`src/shared/dtr_regs.svh`:
```
`ifndef DTR_REGS_SVH
`define DTR_REGS_SVH

// mode register field positions
`define DTR_MR_EXIT_BIT     12
`define DTR_MR_DQS_BIT      10
`define DTR_MR_WR_MSB       11
`define DTR_MR_WR_LSB       9
`define DTR_MR_RESET        14'h0000

// clock period and analog times in picoseconds
`define DTR_TCK_PS          4000
`define DTR_TRP_PS          15000

// cycle counts counted in clock edges
`define DTR_FAST_EXIT_RD    2
`define DTR_SLOW_EXIT_FAST  8
`define DTR_SLOW_EXIT_SLOW  7
`define DTR_EXIT_TO_CMD     2
`define DTR_ODT_ON_DLY      2
`define DTR_RD_LAT          3
`define DTR_POSTAMBLE_XTRA  2

`endif

```
`src/shared/dtr_pkg.sv`:
```
package dtr_pkg;

  // commands carried on the link with clock enable high, except REF entering self refresh and NOP entering or holding power-down, both with it low
  typedef enum logic [2:0] {
    DTR_L_NOP, DTR_L_MRS, DTR_L_ACT, DTR_L_RD, DTR_L_WR, DTR_L_WRA, DTR_L_PRE, DTR_L_REF
  } dtr_link_cmd_t;

  // commands offered by the controller's user
  typedef enum logic [3:0] {
    DTR_U_NOP, DTR_U_MRS, DTR_U_ACT, DTR_U_RD, DTR_U_WR, DTR_U_WRA, DTR_U_PRE,
    DTR_U_PDE, DTR_U_PDX, DTR_U_SRE, DTR_U_SRX
  } dtr_user_cmd_t;

  // power states seen by both ends
  typedef enum logic [2:0] {
    DTR_P_IDLE, DTR_P_ACTIVE, DTR_P_ACT_PD, DTR_P_PRE_PD, DTR_P_SREF
  } dtr_pwr_t;

  // round a picosecond time up to whole clock edges
  function automatic logic [7:0] dtr_round_up(input int unsigned t_ps, input int unsigned tck_ps);
    int unsigned n;
    n = (t_ps + tck_ps - 1) / tck_ps;
    if (n == 0) begin
      n = 1;
    end
    return n[7:0];
  endfunction : dtr_round_up

endpackage : dtr_pkg

```
`src/shared/dtr_link_if.sv`:
```
`timescale 1ns/10ps
`default_nettype none

interface dtr_link_if;
  import dtr_pkg::*;
  logic          cke;
  dtr_link_cmd_t cmd;
  logic [13:0]   addr;
  logic          odt;
  logic [15:0]   dq_c2d;
  logic          dq_c2d_oe;
  logic          dqs_t;
  logic          dqs_c;
  logic          dqs_oe;
  logic [15:0]   dq_d2c;
  logic          dq_d2c_oe;

  modport ctrl (output cke, cmd, addr, odt, dq_c2d, dq_c2d_oe, dqs_t, dqs_c, dqs_oe,
                input dq_d2c, dq_d2c_oe);
  modport dev  (input cke, cmd, addr, odt, dq_c2d, dq_c2d_oe, dqs_t, dqs_c, dqs_oe,
                output dq_d2c, dq_d2c_oe);
endinterface : dtr_link_if

`default_nettype wire

```
`src/hdl/dtr_ctrl.sv`:
```
`timescale 1ns/10ps
`default_nettype none
`include "dtr_regs.svh"

module dtr_ctrl
  import dtr_pkg::*;
(
  // clock and reset
  input  wire logic          core_clk,
  input  wire logic          nrst,
  input  wire logic          ce,
  // link to device
  dtr_link_if.ctrl           link,
  // user request
  input  wire logic          req_valid,
  input  wire dtr_user_cmd_t req_cmd,
  input  wire logic [13:0]   req_addr,
  input  wire logic [15:0]   req_wdata,
  input  wire logic          req_odt,
  input  wire logic [2:0]    additive_latency,
  input  wire logic          slow_grade,
  output var  logic          req_ready,
  // user status
  output var  logic          freq_change_ok,
  output var  logic [15:0]   rd_data,
  output var  logic          rd_valid
);

  // (RULE8) ns time rounded up to clock edges
  localparam logic [7:0] PRECHARGE_PERIOD_CYCLES = dtr_round_up(`DTR_TRP_PS, `DTR_TCK_PS);

  typedef struct packed {
    dtr_pwr_t      pstate;
    logic          exit_slow;
    logic [2:0]    wr_rec;
    logic [7:0]    rd_wait;
    logic [7:0]    cmd_wait;
    logic          cke;
    dtr_link_cmd_t cmd;
    logic [13:0]   addr;
    logic          odt;
    logic [2:0]    wphase;
    logic [15:0]   wdata;
    logic [15:0]   rdata;
    logic          rvalid;
    logic          freq_ok;
  } dtr_ctl_state_t;

  dtr_ctl_state_t st;
  dtr_ctl_state_t next_st;
  logic           can_go;
  logic [7:0]     slow_base;

  // a request is refused while cmd_wait still runs, and a read also while rd_wait still runs
  always_comb begin
    slow_base = slow_grade ? 8'(`DTR_SLOW_EXIT_SLOW) : 8'(`DTR_SLOW_EXIT_FAST);
    can_go    = (st.cmd_wait == 8'd0) && !(req_cmd == DTR_U_RD && st.rd_wait != 8'd0);
  end

  // ------------------------------------------------------------
  // next state
  // ------------------------------------------------------------
  always_comb begin
    next_st        = st;
    next_st.cmd    = DTR_L_NOP;
    next_st.rvalid = link.dq_d2c_oe;
    next_st.rdata  = link.dq_d2c;
    next_st.odt    = req_odt;
    if (st.rd_wait != 8'd0) begin
      next_st.rd_wait = st.rd_wait - 8'd1;
    end
    if (st.cmd_wait != 8'd0) begin
      next_st.cmd_wait = st.cmd_wait - 8'd1;
    end
    // write burst: one beat then a stretched postamble
    if (st.wphase != 3'd0) begin
      next_st.wphase = st.wphase - 3'd1;
    end

    if (req_valid && can_go) begin
      case (req_cmd)
        DTR_U_MRS: begin
          next_st.cmd       = DTR_L_MRS;
          next_st.addr      = req_addr;
          next_st.exit_slow = req_addr[`DTR_MR_EXIT_BIT];
          next_st.wr_rec    = req_addr[`DTR_MR_WR_MSB:`DTR_MR_WR_LSB];
        end
        DTR_U_ACT: begin
          next_st.cmd    = DTR_L_ACT;
          next_st.pstate = DTR_P_ACTIVE;
        end
        DTR_U_RD: next_st.cmd = DTR_L_RD;
        DTR_U_WR, DTR_U_WRA: begin
          next_st.cmd    = (req_cmd == DTR_U_WR) ? DTR_L_WR : DTR_L_WRA;
          next_st.wdata  = req_wdata;
          next_st.wphase = 3'(1 + `DTR_POSTAMBLE_XTRA);
          if (req_cmd == DTR_U_WRA) begin
            next_st.pstate = DTR_P_IDLE;
            // (RULE9) write recovery plus precharge
            next_st.cmd_wait = 8'({5'd0, st.wr_rec} + 8'd1) + PRECHARGE_PERIOD_CYCLES;
          end
        end
        DTR_U_PRE: begin
          next_st.cmd    = DTR_L_PRE;
          next_st.pstate = DTR_P_IDLE;
        end
        DTR_U_PDE, DTR_U_SRE: begin
          if (st.pstate == DTR_P_IDLE || st.pstate == DTR_P_ACTIVE) begin
            next_st.cke = 1'b0;
            next_st.cmd = (req_cmd == DTR_U_SRE) ? DTR_L_REF : DTR_L_NOP;
            if (req_cmd == DTR_U_SRE) begin
              next_st.pstate = DTR_P_SREF;
            end else if (st.pstate == DTR_P_ACTIVE) begin
              next_st.pstate = DTR_P_ACT_PD;
            end else begin
              next_st.pstate = DTR_P_PRE_PD;
            end
          end
        end
        DTR_U_PDX, DTR_U_SRX: begin
          if (!st.cke) begin
            next_st.cke = 1'b1;
            // (RULE10) next command two edges after exit
            next_st.cmd_wait = 8'(`DTR_EXIT_TO_CMD - 1);
            next_st.pstate   = (st.pstate == DTR_P_ACT_PD) ? DTR_P_ACTIVE : DTR_P_IDLE;
            if (st.pstate == DTR_P_ACT_PD) begin
              // (RULE3) read gap depends on exit select
              // (RULE1) exit timing from bit 12
              next_st.rd_wait = st.exit_slow ? (slow_base - {5'd0, additive_latency} - 8'd1)
                                             : 8'(`DTR_FAST_EXIT_RD - 1);
            end
          end
        end
        default: ;
      endcase
    end
    // (RULE6) clock change allowed in self refresh or precharge-down
    // (RULE7) precharge-down change also needs termination off
    next_st.freq_ok = (next_st.pstate == DTR_P_SREF) || (next_st.pstate == DTR_P_PRE_PD && !next_st.odt);
  end

  // ------------------------------------------------------------
  // state register
  // ------------------------------------------------------------
  always_ff @(posedge core_clk or negedge nrst) begin
    if (!nrst) begin
      st        <= '0;
      st.pstate <= DTR_P_IDLE;
      st.cke    <= 1'b1;
      st.cmd    <= DTR_L_NOP;
    end else if (ce) begin
      st <= next_st;
    end
  end

  // registered outputs, except ready, which combines the registered counters with req_cmd
  assign req_ready      = can_go;
  assign freq_change_ok = st.freq_ok;
  assign rd_data        = st.rdata;
  assign rd_valid       = st.rvalid;
  assign link.cke       = st.cke;
  assign link.cmd       = st.cmd;
  assign link.addr      = st.addr;
  assign link.odt       = st.odt;
  // (RULE11) strobe held for a long postamble
  assign link.dqs_oe    = (st.wphase != 3'd0);
  assign link.dqs_t     = (st.wphase == 3'(1 + `DTR_POSTAMBLE_XTRA));
  assign link.dqs_c     = ~link.dqs_t;
  assign link.dq_c2d    = st.wdata;
  assign link.dq_c2d_oe = (st.wphase == 3'(1 + `DTR_POSTAMBLE_XTRA));

endmodule : dtr_ctrl

`default_nettype wire

```
`src/flat_wrapper.sv`:
```
// flat-port wrapper written by rule: the top's interface ports become plain ports
module dtr_ctrl_flat import dtr_pkg::*;
  (core_clk, nrst, ce, req_valid, req_cmd, req_addr, req_wdata, req_odt, additive_latency, slow_grade, req_ready, freq_change_ok, rd_data, rd_valid, link_cke, link_cmd, link_addr, link_odt, link_dq_c2d, link_dq_c2d_oe, link_dqs_t, link_dqs_c, link_dqs_oe, link_dq_d2c, link_dq_d2c_oe);
  dtr_link_if link_i ();
  input  wire logic core_clk;
  input  wire logic nrst;
  input  wire logic ce;
  input  wire logic req_valid;
  input  wire dtr_user_cmd_t req_cmd;
  input  wire logic [13:0] req_addr;
  input  wire logic [15:0] req_wdata;
  input  wire logic req_odt;
  input  wire logic [2:0] additive_latency;
  input  wire logic slow_grade;
  output var  logic req_ready;
  output var  logic freq_change_ok;
  output var  logic [15:0] rd_data;
  output var  logic rd_valid;
  output wire logic [$bits(link_i.cke)-1:0] link_cke;
  output wire logic [$bits(link_i.cmd)-1:0] link_cmd;
  output wire logic [$bits(link_i.addr)-1:0] link_addr;
  output wire logic [$bits(link_i.odt)-1:0] link_odt;
  output wire logic [$bits(link_i.dq_c2d)-1:0] link_dq_c2d;
  output wire logic [$bits(link_i.dq_c2d_oe)-1:0] link_dq_c2d_oe;
  output wire logic [$bits(link_i.dqs_t)-1:0] link_dqs_t;
  output wire logic [$bits(link_i.dqs_c)-1:0] link_dqs_c;
  output wire logic [$bits(link_i.dqs_oe)-1:0] link_dqs_oe;
  input wire logic [$bits(link_i.dq_d2c)-1:0] link_dq_d2c;
  input wire logic [$bits(link_i.dq_d2c_oe)-1:0] link_dq_d2c_oe;
  assign link_cke = link_i.cke;
  assign link_cmd = link_i.cmd;
  assign link_addr = link_i.addr;
  assign link_odt = link_i.odt;
  assign link_dq_c2d = link_i.dq_c2d;
  assign link_dq_c2d_oe = link_i.dq_c2d_oe;
  assign link_dqs_t = link_i.dqs_t;
  assign link_dqs_c = link_i.dqs_c;
  assign link_dqs_oe = link_i.dqs_oe;
  assign link_i.dq_d2c = link_dq_d2c;
  assign link_i.dq_d2c_oe = link_dq_d2c_oe;
  dtr_ctrl u_core (.core_clk(core_clk), .nrst(nrst), .ce(ce), .link(link_i), .req_valid(req_valid), .req_cmd(req_cmd), .req_addr(req_addr), .req_wdata(req_wdata), .req_odt(req_odt), .additive_latency(additive_latency), .slow_grade(slow_grade), .req_ready(req_ready), .freq_change_ok(freq_change_ok), .rd_data(rd_data), .rd_valid(rd_valid));
endmodule
```
`config.mk`:
```
export PLATFORM = sky130hd
export DESIGN_NAME = dtr_ctrl_flat
export DESIGN_NICKNAME = d
export VERILOG_FILES = /design/src/shared/dtr_pkg.sv /design/src/shared/dtr_link_if.sv /design/src/hdl/dtr_ctrl.sv /design/src/flat_wrapper.sv
export VERILOG_INCLUDE_DIRS = /design/src /design/src/shared
export SDC_FILE = /design/constraint.sdc
export NUM_CORES = 1
export LEC_CHECK = 0
export BUFFER_PORTS_ARGS = -buffer_cell sky130_fd_sc_hd__buf_2
export CORE_UTILIZATION = 40
export CTS_CLUSTER_DIAMETER = 80
export CTS_CLUSTER_SIZE = 12
export DETAILED_ROUTE_END_ITERATION = 8
export PLACE_DENSITY_LB_ADDON = 0.05
export SYNTH_ARGS = -nofsm -noshare
export SYNTH_HDL_FRONTEND = slang
export SYNTH_SLANG_ARGS = --single-unit
```
`constraint.sdc`:
```
create_clock -name core_clk -period 3.7 [get_ports core_clk]
set_clock_uncertainty 0.2 [all_clocks]
set_input_delay 0.74 -clock core_clk [delete_from_list [all_inputs] [get_ports core_clk]]
set_output_delay 0.74 -clock core_clk [all_outputs]
set_load 0.02 [all_outputs]
```
==> results.sh <==
export IMPL_path_cells="or4_1 -> o31a_1 -> nor4b_4 -> nand2_2 -> or4_1 -> buf_4 -> mux2_4"
export IMPL_finalPower_mw=2.39
export IMPL_start_util_pct=41.4
export IMPL_powerDensity_nw_per_um2=492
export IMPL_postCtsSetupBuffers=0
export IMPL_place_gp_congestion=0.753
export IMPL_cp_slowest_cell="or4_1"
export IMPL_worstSetupPathDepth=7
export IMPL_dieArea_um2=11100
export IMPL_routed_wl_mm=8.70
export IMPL_synthesis_area_um2=4270
export IMPL_critPathMaxStageDelay_ns=0.65
export IMPL_drc=0
export IMPL_synth_fp_nets=477
export IMPL_fill_cells=1000
export IMPL_final_hold_viol_count=0
export IMPL_pre_cts_ws_ns=0.0897
export IMPL_fin_tns_setup_ns=0
export IMPL_cts_tree="done"
export IMPL_drtIter0Drc=153
export IMPL_synth_compound_area_share_pct=10.0
export IMPL_grt_use_total_pct=16.5
export IMPL_hold_path_class="flip-flop to flip-flop"
export IMPL_synth_adder_area_share_pct=4.86
export IMPL_netlist_instances=401
export IMPL_drv_slew=0
export IMPL_rows=37
export IMPL_cts_buffers=9
export IMPL_setup_viol=0
export IMPL_ant_nets=0
export IMPL_period_share_pct=89.8
export IMPL_dp_hpwl_mm=6.12
export IMPL_ys_async_sr_fraction_pct=100
export IMPL_ctsHoldBuffers=0
export IMPL_synthMuxAreaShare_pct=14.1
export IMPL_finalNonFillerCells=615
export IMPL_gr_total_overflow=0
export IMPL_synth_top_cell_by_area="dfrtp_1"
export IMPL_finalCriticalPeriod_ns=3.32
export IMPL_critPathMostFrequentCell="or4_1"
export IMPL_firstDrtPassIters=4
export IMPL_clkLatencyLatePin_ns=0.35
export IMPL_grt_start_max_net_pins=76
export IMPL_path_class="flip-flop to flip-flop"
export IMPL_yosys_area_top_type_share_pct=43.3
export IMPL_maxCapViolCount=0
export IMPL_avgViaCountPerCell=5.05
export IMPL_grt_pass1_wl_mm=14.6
export IMPL_ir_drop_mv=0.188
export IMPL_fp_dieH_um=105
export IMPL_core_um2=10300
export IMPL_synth_commonest_cells="dfrtp_1, buf_4, mux2_2, nand2_1, nor2_1"
export IMPL_finalNetCount=550
export IMPL_cts_root_buf="clkbuf_8"
export IMPL_area_growth_pct=13.8
export IMPL_worstRegToRegCells=7
export IMPL_fp_dieW_um=105
export IMPL_synthMostInstantiatedCell="dfrtp_1"
export IMPL_min_delay_path_depth=1
export IMPL_synth_edf_count=0
export IMPL_cp_required_ns=3.74
export IMPL_ys_seq_area_share_pct=43.9
export IMPL_synth_simple_area_share_pct=14.6
export IMPL_path_clk_slew_ns=0.08
export IMPL_grt_pass1_vias=3064
export IMPL_startpoint_type="flip-flop"
export IMPL_antenna_cells=0
export IMPL_setup_ws_ns=0.377
export IMPL_cp_end_kind="flip-flop"
export IMPL_synth_xor_area_share_pct=0.615
export IMPL_synth_seq_cells=75
export IMPL_grt_antenna_before_repair=0
export IMPL_avgSynthCellArea_um2=10.7
export IMPL_crit_buf_inv=1
export IMPL_drive_gt1_share_pct=42.2
export IMPL_ys_warn_count=0
export IMPL_crit_arrival_ns=3.36
export IMPL_status="finished, final reports clean"
export IMPL_synth_top_family_by_area="simple AND/OR/NAND/NOR gates"
export IMPL_cts_max_path_buffers=2
export IMPL_synth_distinct_cells=57
export IMPL_rsz0062_at_grt="false"
export IMPL_vias=3103
export IMPL_port_buffers=117
export IMPL_postCtsResizedCells=0
export IMPL_slew_headroom_pct=36.9
export IMPL_wl_per_cell_um=14.1
export IMPL_h_tree_depth=3
export IMPL_cp_max_fo=14
export IMPL_tightest_slew_ns=0.946
export IMPL_max_freq_mhz=301
export IMPL_ios=118
export IMPL_clock_sinks=75
export IMPL_dp_cells=599
export IMPL_synthTopCellsByArea="dfrtp_1, mux2_2, buf_4, ha_1, mux2_4"
export IMPL_leakage_nw=2.47
export IMPL_ys_flop_type="dfrtp_1"
export IMPL_crit_family="simple AND/OR/NAND/NOR gates"
[routing by layer]
| layer | part of all wire, % | wire, um | vias to the layer above | GRT usage [%] |
|---|---|---|---|---|
| met4 | 0.83 | 72 | 0 | 4.23 |
| met2 | 47 | 4110 | 103 | 26.8 |
| met5 | 0 | 0 | - | 0 |
| met1 | 47 | 4050 | 1474 | 21.7 |
| met3 | 5.4 | 470 | 9 | 4.33 |
| li1 | - | - | 1517 | - |
[final cells by class]
cell class | count | area [um^2] | area share, %
inverters | 19 | 71.3 | 1.47
repair buffers | 126 | 656 | 13.5
well taps | 136 | 170 | 3.50
clock buffers | 9 | 124 | 2.55
multi-input cells | 243 | 1890 | 38.8
flip-flops and latches | 75 | 1880 | 38.6
clock inverters | 7 | 76.3 | 1.57
[cell families after synthesis]
family / count (synthesis)
xor gates and xnor gates: 3
and+or+nand+nor: 113
AOI/OAI and AO/OA: 61
adders and majority gates: 16
muxes: 50
DFF: 75
buffers and inverters: 83
[worst paths after layout]
kind	startpoint	to	slack [ns]
hold reg to reg	u_core.link.dq_c2d[2]	u_core.link.dq_c2d[2]	0.30
setup / recovery	u_core.st[66]	u_core.link.addr[11]	0.38
hold / removal	u_core.link.dq_c2d[2]	u_core.link.dq_c2d[2]	0.30
setup reg to reg	u_core.st[66]	u_core.link.addr[11]	0.38
max in group asynchronous	nrst	u_core.link.dq_c2d[11]	2.35
min in group asynchronous	nrst	u_core.rd_data[6]	0.33
[report_power, final]
part / internal, mW / switching, mW / leakage [nW]
Combinational: 0.300 / 0.360 / 1.42
Sequential: 0.957 / 0.128 / 0.957
Clock: 0.316 / 0.331 / 0.0962
Total: 1.57 / 0.819 / 2.47
[registers in the layout (all words and copies together) (netlist names)]
register	flops
u_core.freq_change_ok	1
u_core.link.dq_c2d	16
u_core.link.addr	14
u_core.rd_data	16
u_core.link.cmd	3
u_core.link.cke	1
u_core.link.odt	1
u_core.st	22
u_core.rd_valid	1
[cells in the final DEF, fill, tap and decap left out, types with 5 or more instances in the layout]
cell type	count
nand4_1	5
nand2_1	24
ha_1	15
o31ai_1	6
dfrtp_1	74
inv_1	19
buf_2	116
nand3_1	5
o21ai_0	12
nor3_1	10
mux2_4	10
nand2b_1	11
a21oi_1	7
or3_1	5
nor2b_1	5
buf_4	10
a22o_1	8
mux2_2	40
clkbuf_8	9
nor2_1	21
[through the flow]
| step | hold WS [ns] | util (%) | cell area (um^2) |
|---|---|---|---|
| 2_1_floorplan | 0.244 | - | 4270 |
| 3_3_place_gp | 0.283 | 45.2 | 4660 |
| 3_5_place_dp | 0.288 | 45.2 | 4660 |
| 4_1_cts | 0.308 | 47.1 | 4860 |
| 5_1_grt | 0.327 | 47.1 | 4860 |
| 6_report | 0.304 | 47.1 | 4860 |
Power figures use the tool's default switching activity.
